## config.mk

```make
export PLATFORM = sky130hd
export DESIGN_NAME = urxfc_top
export DESIGN_NICKNAME = d
export VERILOG_FILES = /design/src/pkg/urxfc_pkg.sv /design/src/urxfc_buf.sv /design/src/urxfc_top.sv
export SDC_FILE = /design/constraint.sdc
export NUM_CORES = 1
export LEC_CHECK = 0
export BUFFER_PORTS_ARGS = -buffer_cell sky130_fd_sc_hd__buf_2
export CAP_MARGIN = 25
export CORE_MARGIN = 2
export CORE_UTILIZATION = 60
export CTS_BUF_LIST = sky130_fd_sc_hd__clkbuf_8
export DETAILED_ROUTE_END_ITERATION = 8
export PLACE_DENSITY = 0.78
export SKIP_LAST_GASP = 1
export SLEW_MARGIN = 20
export SYNTH_ARGS = -nofsm -noshare
export SYNTH_HDL_FRONTEND = slang
export SYNTH_SLANG_ARGS = --single-unit
```

## constraint.sdc

```tcl
create_clock -name clk_in -period 11.6 [get_ports clk_in]
set_input_delay 2.32 -clock clk_in [delete_from_list [all_inputs] [get_ports clk_in]]
set_output_delay 2.32 -clock clk_in [all_outputs]
set_load 0.005 [all_outputs]
```

## src/pkg/urxfc_pkg.sv

```systemverilog
// Constants and types shared by the receive path and flow-control logic.
package urxfc_pkg;
  localparam int FIFO_DEPTH = 16;
  localparam int DATA_W = 8;
  localparam int ERR_W = 3;
  localparam int ENTRY_W = DATA_W + ERR_W;
  localparam int PTR_W = 4;
  localparam int CNT_W = 5;
  localparam int BUF_DEPTH = 2;
  localparam logic [1:0] XOFF_DELAY_CHARS = 2'h2;
  localparam logic [7:0] CHAR_RESET = 8'h00;
  localparam logic [1:0] SEL_XON1 = 2'h0;
  localparam logic [1:0] SEL_XON2 = 2'h1;
  localparam logic [1:0] SEL_XOFF1 = 2'h2;
  localparam logic [1:0] SEL_XOFF2 = 2'h3;
  localparam logic [CNT_W-1:0] CNT_FULL = 5'h10;
  localparam logic [CNT_W-1:0] CNT_ONE = 5'h01;
  localparam logic [3:0][CNT_W-1:0] TRIG_LVL = {5'h0e, 5'h08, 5'h04, 5'h01};
  localparam logic [3:0][CNT_W-1:0] TRIG_HI = {5'h10, 5'h0e, 5'h08, 5'h04};
  localparam logic [3:0][CNT_W-1:0] TRIG_LO = {5'h08, 5'h04, 5'h01, 5'h00};
  localparam logic [3:0][DATA_W-1:0] WORD_MASK = {8'hff, 8'h7f, 8'h3f, 8'h1f};

  typedef enum logic [2:0] {
    URXFC_PAIR_IDLE = 3'b001,
    URXFC_PAIR_XON1 = 3'b010,
    URXFC_PAIR_XOFF1 = 3'b100
  } urxfc_pair_t;
endpackage

```

## src/urxfc_buf.sv

```systemverilog
// Two-entry elastic buffer between the receiver and the receive FIFO.
`timescale 1ns/1ps
module urxfc_buf #(
  parameter int W = 11
) (
  input wire logic clk_in,
  input wire logic rstn_in,
  input wire logic ce_in,
  input wire logic in_valid_in,
  input wire logic [W-1:0] in_data_in,
  output logic in_ready_out,
  output logic out_valid_out,
  output logic [W-1:0] out_data_out,
  input wire logic out_ready_in
);
  import urxfc_pkg::*;

  typedef struct packed {
    logic [1:0][W-1:0] slot;
    logic [1:0] cnt;
  } urxfc_buf_t;

  urxfc_buf_t s_q;
  urxfc_buf_t s_d;
  logic push;
  logic pop;

  generate
    if (W < 1)
    begin : g_bad_width
      $error("Buffer width must be positive.");
    end
  endgenerate

  // Ready is a registered not-full, so a word offered while full simply waits upstream.
  assign in_ready_out = (s_q.cnt != 2'h2);
  assign out_valid_out = (s_q.cnt != 2'h0);
  assign out_data_out = s_q.slot[0];
  assign push = in_valid_in && in_ready_out;
  assign pop = out_valid_out && out_ready_in;

  always_comb
  begin
    s_d = s_q;
    if (pop)
    begin
      s_d.slot[0] = s_q.slot[1];
    end
    if (push)
    begin
      if (s_q.cnt == 2'h0 || (s_q.cnt == 2'h1 && pop))
      begin
        s_d.slot[0] = in_data_in;
      end
      else
      begin
        s_d.slot[1] = in_data_in;
      end
    end
    s_d.cnt = s_q.cnt + {1'b0, push} - {1'b0, pop};
  end

  always_ff @(posedge clk_in)
  begin
    if (!rstn_in)
    begin
      s_q <= '0;
    end
    else if (ce_in)
    begin
      s_q <= s_d;
    end
  end
endmodule // urxfc_buf

```

## src/urxfc_top.sv

```systemverilog
// Receive FIFO with hardware and software flow control.
// Summary of operation
// - Received bytes sit in a 16-entry FIFO, 8 data plus 3 error bits.
// - With the FIFO enabled, the holding register shows the oldest byte.
// - Reading the holding register advances the FIFO; error tags follow at once.
// - Auto RTS needs its enable and the host asserting RTS, in either order.
// - RTS going high sets status bit 5 and interrupts, if enabled.
// - Interrupt at the trigger; RTS drops only at the next higher table level.
// - RTS returns once the FIFO drains to the next lower table level.
// - While RTS is dropped, bytes keep being stored until the FIFO is full.
// - Auto CTS enable lets the CTS input gate the transmitter.
// - CTS deassertion sets status bit 5 and interrupts, if enabled.
// - On CTS loss the transmitter stops after the current character.
// - A received Xoff match halts the transmitter after its current character.
// - Xoff match with its enable sets the Xoff flag and interrupts.
// - After Xoff, an Xon match resumes transmission and clears status bit 4.
// - Reset zeroes the four flow characters; the host may rewrite them.
// - Double-character mode matches two consecutive bytes against each pair.
// - Bytes consumed as Xon or Xoff are not stored in the FIFO, except Xoff2 matches in special mode.
// - Auto Xoff is sent two character times after crossing the trigger.
// - Xon is sent when the fill falls to the next lower table level.
// - Special mode stores Xoff2 matches and sets status bit 4.
// - All character compares use only the programmed word length.
`timescale 1ns/1ps
module urxfc_top #(
  parameter int DEPTH = urxfc_pkg::FIFO_DEPTH
) (
  input wire logic clk_in,
  input wire logic rstn_in,
  input wire logic ce_in,
  input wire logic rx_valid_in,
  input wire logic [urxfc_pkg::DATA_W-1:0] rx_data_in,
  input wire logic [urxfc_pkg::ERR_W-1:0] rx_err_in,
  output logic rx_ready_out,
  input wire logic host_rd_in,
  input wire logic status_rd_in,
  input wire logic fifo_en_in,
  input wire logic [1:0] trig_sel_in,
  input wire logic [1:0] word_len_in,
  input wire logic enh_en_in,
  input wire logic auto_rts_en_in,
  input wire logic auto_cts_en_in,
  input wire logic rts_req_in,
  input wire logic rts_int_en_in,
  input wire logic cts_int_en_in,
  input wire logic xoff_int_en_in,
  input wire logic special_en_in,
  input wire logic sw_rx_en_in,
  input wire logic dbl_char_in,
  input wire logic auto_xoff_tx_en_in,
  input wire logic char_wr_in,
  input wire logic [1:0] char_sel_in,
  input wire logic [urxfc_pkg::DATA_W-1:0] char_data_in,
  input wire logic char_tick_in,
  input wire logic cts_n_in,
  output logic [urxfc_pkg::DATA_W-1:0] hold_data_out,
  output logic [urxfc_pkg::ERR_W-1:0] err_tags_out,
  output logic data_ready_out,
  output logic [urxfc_pkg::CNT_W-1:0] fill_out,
  output logic rts_n_out,
  output logic tx_enable_out,
  output logic flow_stat_out,
  output logic xoff_stat_out,
  output logic rx_trig_out,
  output logic int_out,
  output logic send_xoff_out,
  output logic send_xon_out
);
  import urxfc_pkg::*;

  typedef struct packed {
    logic [FIFO_DEPTH-1:0][ENTRY_W-1:0] mem;
    logic [PTR_W-1:0] wr;
    logic [PTR_W-1:0] rd;
    logic [CNT_W-1:0] cnt;
    logic [ENTRY_W-1:0] head;
    logic ready;
    logic rts_n;
    logic cts_prev;
    logic tx_en;
    logic xoff_hold;
    logic isr5;
    logic isr4;
    logic trig;
    logic intr;
    logic [3:0][DATA_W-1:0] chars;
    urxfc_pair_t pair;
    logic xoff_pend;
    logic [1:0] ticks;
    logic xoff_sent;
    logic send_xoff;
    logic send_xon;
  } urxfc_state_t;

  urxfc_state_t s_q;
  urxfc_state_t s_d;
  logic b_valid;
  logic [ENTRY_W-1:0] b_data;
  logic b_ready;

  generate
    if (DEPTH != FIFO_DEPTH)
    begin : g_bad_depth
      $error("Only a 16-entry receive FIFO is supported.");
    end
  endgenerate

  urxfc_buf #(
    .W(ENTRY_W)
  ) u_buf (
    .clk_in(clk_in),
    .rstn_in(rstn_in),
    .ce_in(ce_in),
    .in_valid_in(rx_valid_in),
    .in_data_in({rx_err_in, rx_data_in}),
    .in_ready_out(),
    .out_valid_out(b_valid),
    .out_data_out(b_data),
    .out_ready_in(b_ready)
  );

  // The buffer accepts while it has room; the registered copy below mirrors that state.
  logic [1:0] bcnt_q;
  always_ff @(posedge clk_in)
  begin
    if (!rstn_in)
    begin
      bcnt_q <= 2'h0;
    end
    else if (ce_in)
    begin
      bcnt_q <= bcnt_q + {1'b0, rx_valid_in && (bcnt_q != 2'h2)} - {1'b0, b_valid && b_ready};
    end
  end

  // A full FIFO stalls the buffer instead of overwriting, so the receiver loses nothing.
  assign b_ready = (s_q.cnt < (fifo_en_in ? CNT_FULL : CNT_ONE));

  always_comb
  begin
    logic [DATA_W-1:0] mask;
    logic [DATA_W-1:0] cur;
    logic pop;
    logic take;
    logic consume;
    logic special;
    logic xoff_hit;
    logic xon_hit;
    logic rdp;
    logic [CNT_W-1:0] hi;
    logic [CNT_W-1:0] lo;
    logic [CNT_W-1:0] lvl;
    s_d = s_q;
    s_d.send_xoff = 1'b0;
    s_d.send_xon = 1'b0;
    mask = WORD_MASK[word_len_in];
    cur = b_data[DATA_W-1:0] & mask;
    pop = b_valid && b_ready;
    consume = 1'b0;
    xoff_hit = 1'b0;
    xon_hit = 1'b0;
    special = special_en_in && (cur == (s_q.chars[SEL_XOFF2] & mask));
    hi = TRIG_HI[trig_sel_in];
    lo = TRIG_LO[trig_sel_in];
    lvl = TRIG_LVL[trig_sel_in];
    if (char_wr_in)
    begin
      s_d.chars[char_sel_in] = char_data_in;
    end
    if (pop && sw_rx_en_in)
    begin
      if (!dbl_char_in)
      begin
        xoff_hit = (cur == (s_q.chars[SEL_XOFF1] & mask));
        xon_hit = (cur == (s_q.chars[SEL_XON1] & mask));
      end
      else
      begin
        case (s_q.pair)
          URXFC_PAIR_XON1: xon_hit = (cur == (s_q.chars[SEL_XON2] & mask));
          URXFC_PAIR_XOFF1: xoff_hit = (cur == (s_q.chars[SEL_XOFF2] & mask));
          default: ;
        endcase
        if (cur == (s_q.chars[SEL_XON1] & mask))
        begin
          s_d.pair = URXFC_PAIR_XON1;
        end
        else if (cur == (s_q.chars[SEL_XOFF1] & mask))
        begin
          s_d.pair = URXFC_PAIR_XOFF1;
        end
        else
        begin
          s_d.pair = URXFC_PAIR_IDLE;
        end
        if (xon_hit || xoff_hit)
        begin
          s_d.pair = URXFC_PAIR_IDLE;
        end
      end
      consume = xoff_hit || xon_hit;
    end
    take = pop && (!consume || special);
    rdp = host_rd_in && (s_q.cnt != '0);
    if (take)
    begin
      s_d.mem[s_q.wr] = b_data;
      s_d.wr = s_q.wr + 4'h1;
    end
    if (rdp)
    begin
      s_d.rd = s_q.rd + 4'h1;
    end
    s_d.cnt = s_q.cnt + {4'h0, take} - {4'h0, rdp};
    s_d.head = s_d.mem[s_d.rd];
    // Halting only gates the start of the next character; one in flight always completes.
    if (xoff_hit)
    begin
      s_d.xoff_hold = 1'b1;
    end
    else if (xon_hit)
    begin
      s_d.xoff_hold = 1'b0;
    end
    if (!rts_req_in || !auto_rts_en_in)
    begin
      s_d.rts_n = !rts_req_in;
    end
    else if (!s_q.rts_n && s_d.cnt >= hi)
    begin
      s_d.rts_n = 1'b1;
    end
    else if (s_q.rts_n && s_d.cnt <= lo)
    begin
      s_d.rts_n = 1'b0;
    end
    s_d.cts_prev = cts_n_in;
    s_d.tx_en = !s_d.xoff_hold && !(auto_cts_en_in && cts_n_in);
    if (status_rd_in)
    begin
      s_d.isr5 = 1'b0;
      s_d.isr4 = 1'b0;
    end
    if (xon_hit)
    begin
      s_d.isr4 = 1'b0;
    end
    // Hardware sets come last so an event in the clearing cycle is kept.
    if (enh_en_in && rts_int_en_in && s_d.rts_n && !s_q.rts_n)
    begin
      s_d.isr5 = 1'b1;
    end
    if (enh_en_in && cts_int_en_in && cts_n_in && !s_q.cts_prev)
    begin
      s_d.isr5 = 1'b1;
    end
    if ((xoff_hit && xoff_int_en_in) || (pop && special))
    begin
      s_d.isr4 = 1'b1;
    end
    s_d.trig = (s_d.cnt >= lvl);
    s_d.intr = s_d.isr5 || s_d.isr4 || s_d.trig;
    if (!auto_xoff_tx_en_in)
    begin
      s_d.xoff_pend = 1'b0;
      s_d.xoff_sent = 1'b0;
      s_d.ticks = 2'h0;
    end
    else if (s_q.xoff_pend)
    begin
      if (char_tick_in)
      begin
        s_d.ticks = s_q.ticks + 2'h1;
        if (s_d.ticks == XOFF_DELAY_CHARS)
        begin
          s_d.send_xoff = 1'b1;
          s_d.xoff_pend = 1'b0;
          s_d.xoff_sent = 1'b1;
        end
      end
    end
    else if (!s_q.xoff_sent && s_d.cnt >= lvl)
    begin
      s_d.xoff_pend = 1'b1;
      s_d.ticks = 2'h0;
    end
    else if (s_q.xoff_sent && s_d.cnt <= lo)
    begin
      s_d.send_xon = 1'b1;
      s_d.xoff_sent = 1'b0;
    end
    s_d.ready = (bcnt_q + {1'b0, rx_valid_in && (bcnt_q != 2'h2)}
      - {1'b0, pop}) != 2'h2;
  end

  always_ff @(posedge clk_in)
  begin
    if (!rstn_in)
    begin
      s_q <= '0;
      s_q.chars <= {4{CHAR_RESET}};
      s_q.pair <= URXFC_PAIR_IDLE;
      s_q.rts_n <= 1'b1;
      s_q.ready <= 1'b1;
      s_q.tx_en <= 1'b1;
    end
    else if (ce_in)
    begin
      s_q <= s_d;
    end
  end

  assign rx_ready_out = s_q.ready;
  assign hold_data_out = s_q.head[DATA_W-1:0];
  assign err_tags_out = s_q.head[ENTRY_W-1:DATA_W];
  assign data_ready_out = (s_q.cnt != '0);
  assign fill_out = s_q.cnt;
  assign rts_n_out = s_q.rts_n;
  assign tx_enable_out = s_q.tx_en;
  assign flow_stat_out = s_q.isr5;
  assign xoff_stat_out = s_q.isr4;
  assign rx_trig_out = s_q.trig;
  assign int_out = s_q.intr;
  assign send_xoff_out = s_q.send_xoff;
  assign send_xon_out = s_q.send_xon;
endmodule // urxfc_top

```

==> flow_summary.ini <==
[synth]
synth-main-ff-cell = dfxtp_1
yosys_warnings = 0
synth_seq_area_share = 0.375
synth-seq-cells = 276
number_of_distinct_library_cell_variants_in_the_gate_level_netlist_after_synthesis = 67
count_of_flip_flops_with_a_built_in_enable_after_synthesis = 0
postSynthAreaPerCell_um2 = 8.69
asyncSetResetFlopFracSynth = 0
synthCells = 1695
post_synth_instance_area_um2 = 14700
synth.net_count = 1772

[setup_path]
cpPeakStageDelay_ns = 0.70
worstSetupPathType = input pin to register
cell_count_of_the_worst_reg_to_reg_path = 20
arrival_time_reported_for_the_critical_path_endpoint_ns = 7.36
worst_setup_path_start_kind = input pin
critPathSlowestCell = o21ai_2
worst_setup_path_end_kind = register
ff2ff_setup_slack_ns = 5.74
critical_path.max_fanout = 16
worstReg2RegEnd = s_q[4]
crit_chain = buf_2 > nor2_2 > o211ai_1 > a211o_1 > a311o_1 > o21ai_2 > ha_1 > inv_1 > ha_1 > inv_1 > fa_1 > xnor2_1 > inv_1 > ha_1 > a21oi_1 > o21ai_0 > nor2_1 > o311ai_0 > nand2_1 > or3_1 > a21boi_0
timing.rr.start = u_buf.out_data_out[7]
worstPathRequired_ns = 12.09

[finish]
final_layout_size_suffix_gt1_frac = 0.118
n_antenna_cell = 0
layout-area-overhead-vs-synth_pct = 7.94
final_nets = 1752

[cts]
cts_htree_levels = 2
tritoncts_num_sinks = 276
clock_latency_ns = 0.57
max-clock-path-buffers = 3
postCtsSetupBuffers = 0
root_buffer = clkbuf_8
cts-buffers-inserted = 46
clk_pin_slew_worst_paths_ns = 0.06
cts_tree = yes
cts_hold_buf = 0
post_cts.resized_instances = 0

[detailed_routing]
drtIter0Drc = 1262
drt.antenna.violating_nets = 0
drt_wl_total_mm = 40.4
detail_route.drc_violations = 0
dr_total_vias = 12500
drt_pre_antenna_iters = 5
ratio_of_routed_vias_to_standard_cells = 6.16
routed_wire_length_per_instance_um = 19.9

[job]
drv_cap = 0

[sta]
fin_crit_ns = 6.88
final.hold.worst_slack_ns = 0.475
timing.final.max_slew_violations = 0
finalCritPeriodShare = 0.593
finalSetupViolations = 0
timing.max_slew.rel_slack = 0.268
timing_hold_violations_final = 0
finalSetupTns_ns = 0
timing.clock.skew_ns = 0.0127
worst_pin_slew_ns = 1.09
highest_clock_frequency_the_design_can_meet_mhz = 145
rsz0062_at_grt = false

[power]
power.static_leakage_uw = 0.00592
irDropWorstVdd_mv = 0.128
power-per-cell-area_nw_per_um2 = 190

[grt]
grt_max_degree = 153
initial_antenna_violation_count = 0
number_of_global_route_vias_before_repair = 12000
grt_overflow_total = 0
grt_pass1_wl_mm = 63.9
gr-usage-all-layers = 0.305

[outcome]
outcome = completed

[floorplan]
die_h_um = 161
std_cell_rows = 57
start_util = 0.609
design.portCount = 72
dieArea_um2 = 25800
core_region_area_um2 = 24200
fp.dieW_um = 161

[min_path]
timing.hold.worst.start = rx_ready_out
worst_hold_path_type = register to register
hold_end = rx_ready_out
timing.hold.worst_path_depth = 2

[place]
final_weighted_congestion_of_routability_driven_global_placement = 0.876
place.port_buffers = 71
dp_hpwl_mm = 26.1
placed cells by master, fill, tap and decap left out, drive strengths merged, types with 6 or more instances in the layout:
master and instances:
dfxtp 276, nor2b 181, mux2i 172, nand2 152
nor2 140, buf 95, o21ai 89, clkbuf 62
a21boi 60, inv 50, xnor2 41, o22ai 33
ha 30, o221a 27, a21oi 25, o21bai 24
a41o 23, or3 21, o221ai 21, a31oi 20
nand3 19, and3 16, a311oi 14, and2 12
o211a 11, o211ai 9, o32a 9, clkinv 7
nor3 7, xor2 6, nand4 6
kinds of logic (layout without fill, tap and decap cells):
group	count (synthesis)	count (layout)	share of synthesized area
simple gates	575	575	0.195
compound gates	392	392	0.197
flops	276	276	0.375
buf+inv	201	215	0.0609
mux	173	173	0.118
xor+xnor	47	47	0.0280
fa+ha+maj	31	31	0.0268
critical path: cells and delay by family:
kind / cells / cell delay [ns]
xor gates and xnor gates: 1 / 0.32
AOI/OAI and AO/OA: 8 / 2.27
adders and majority gates: 4 / 1.22
and+or+nand+nor: 4 / 0.82
buffers and inverters: 4 / 0.38
report_power, final:
group	switching, µW	internal (µW)
Combinational	706	380
Clock	398	475
Sequential	57.7	1000
Yosys cell counts, types with 6 or more instances:
cell / number / area, µm²
xnor2_1: 41 / 359
nor2_1: 139 / 522
o21bai_1: 24 / 180
a21boi_0: 56 / 420
a311oi_1: 14 / 123
dfxtp_1: 276 / 5530
a21oi_1: 25 / 125
nor3_1: 6 / 30.0
and3_1: 16 / 100
clkbuf_1: 99 / 372
nor2b_1: 181 / 1130
buf_1: 16 / 60.1
o221a_2: 20 / 225
o211a_1: 11 / 110
and2_1: 12 / 75.1
o211ai_1: 9 / 67.6
o221ai_1: 21 / 184
ha_1: 30 / 375
buf_2: 20 / 100
a31oi_1: 20 / 125
o21ai_0: 87 / 435
mux2i_1: 172 / 1720
o32a_1: 9 / 90.1
nand2_1: 152 / 571
o221a_1: 7 / 78.8
a41o_1: 23 / 230
xor2_1: 6 / 52.6
nand3_1: 19 / 95.1
buf_4: 23 / 173
nand4_1: 6 / 37.5
inv_1: 38 / 143
o22ai_1: 33 / 206
or3_1: 21 / 131
metrics by stage:
stage / utilization / area, µm² / power, µW / cells / setup WS [ns]
after floorplan: - / 14700 / 1860 / 1695 / 5.21
after global placement: 0.618 / 14900 / 2110 / 1949 / 4.42
after detailed placement: 0.618 / 14900 / 2130 / 1950 / 4.21
after CTS: 0.657 / 15900 / 3000 / 2032 / 4.80
after global routing: 0.658 / 15900 / 3170 / 2033 / 4.23
final: 0.658 / 15900 / 3020 / 2033 / 4.72
worst max-delay path by stage:
stage	start	to	slack (ns)	cells past startpoint
3_3_place_gp	fifo_en_in	s_q[4]	4.42	23
6_report	word_len_in[1]	s_q[4]	4.72	21
4_1_cts	fifo_en_in	s_q[4]	4.80	23
5_1_grt	fifo_en_in	s_q[4]	4.23	23
3_5_place_dp	fifo_en_in	s_q[4]	4.21	23
2_1_floorplan	word_len_in[1]	s_q[4]	5.21	21
layer usage:
metal	global-route usage	up-vias	routed length, µm	share of wire
met5	0	-	0	0
li1	-	5904	-	-
met1	0.411	5935	17500	0.43
met4	0.114	0	1260	0.031
met3	0.0540	103	3420	0.085
met2	0.491	584	18300	0.45
state kept, by name, indices dropped and copies added (netlist names), 2 cells and up:
register,flops
bcnt_q,2
err_tags_out,3
fill_out,5
hold_data_out,8
s_q,225
u_buf.out_data_out,11
u_buf.s_q,13
area by class of cell:
| type | count | area [µm²] |
|---|---|---|
| multi-input combinational | 1218 | 8340 |
| inverter | 38 | 143 |
| fill | 2011 | 8280 |
| sequential | 276 | 5530 |
| timing repair buffer | 95 | 542 |
| clock inverter | 20 | 87.6 |
| clock buffer | 62 | 853 |
| tap | 324 | 405 |
(Power assumes the default switching activity.)
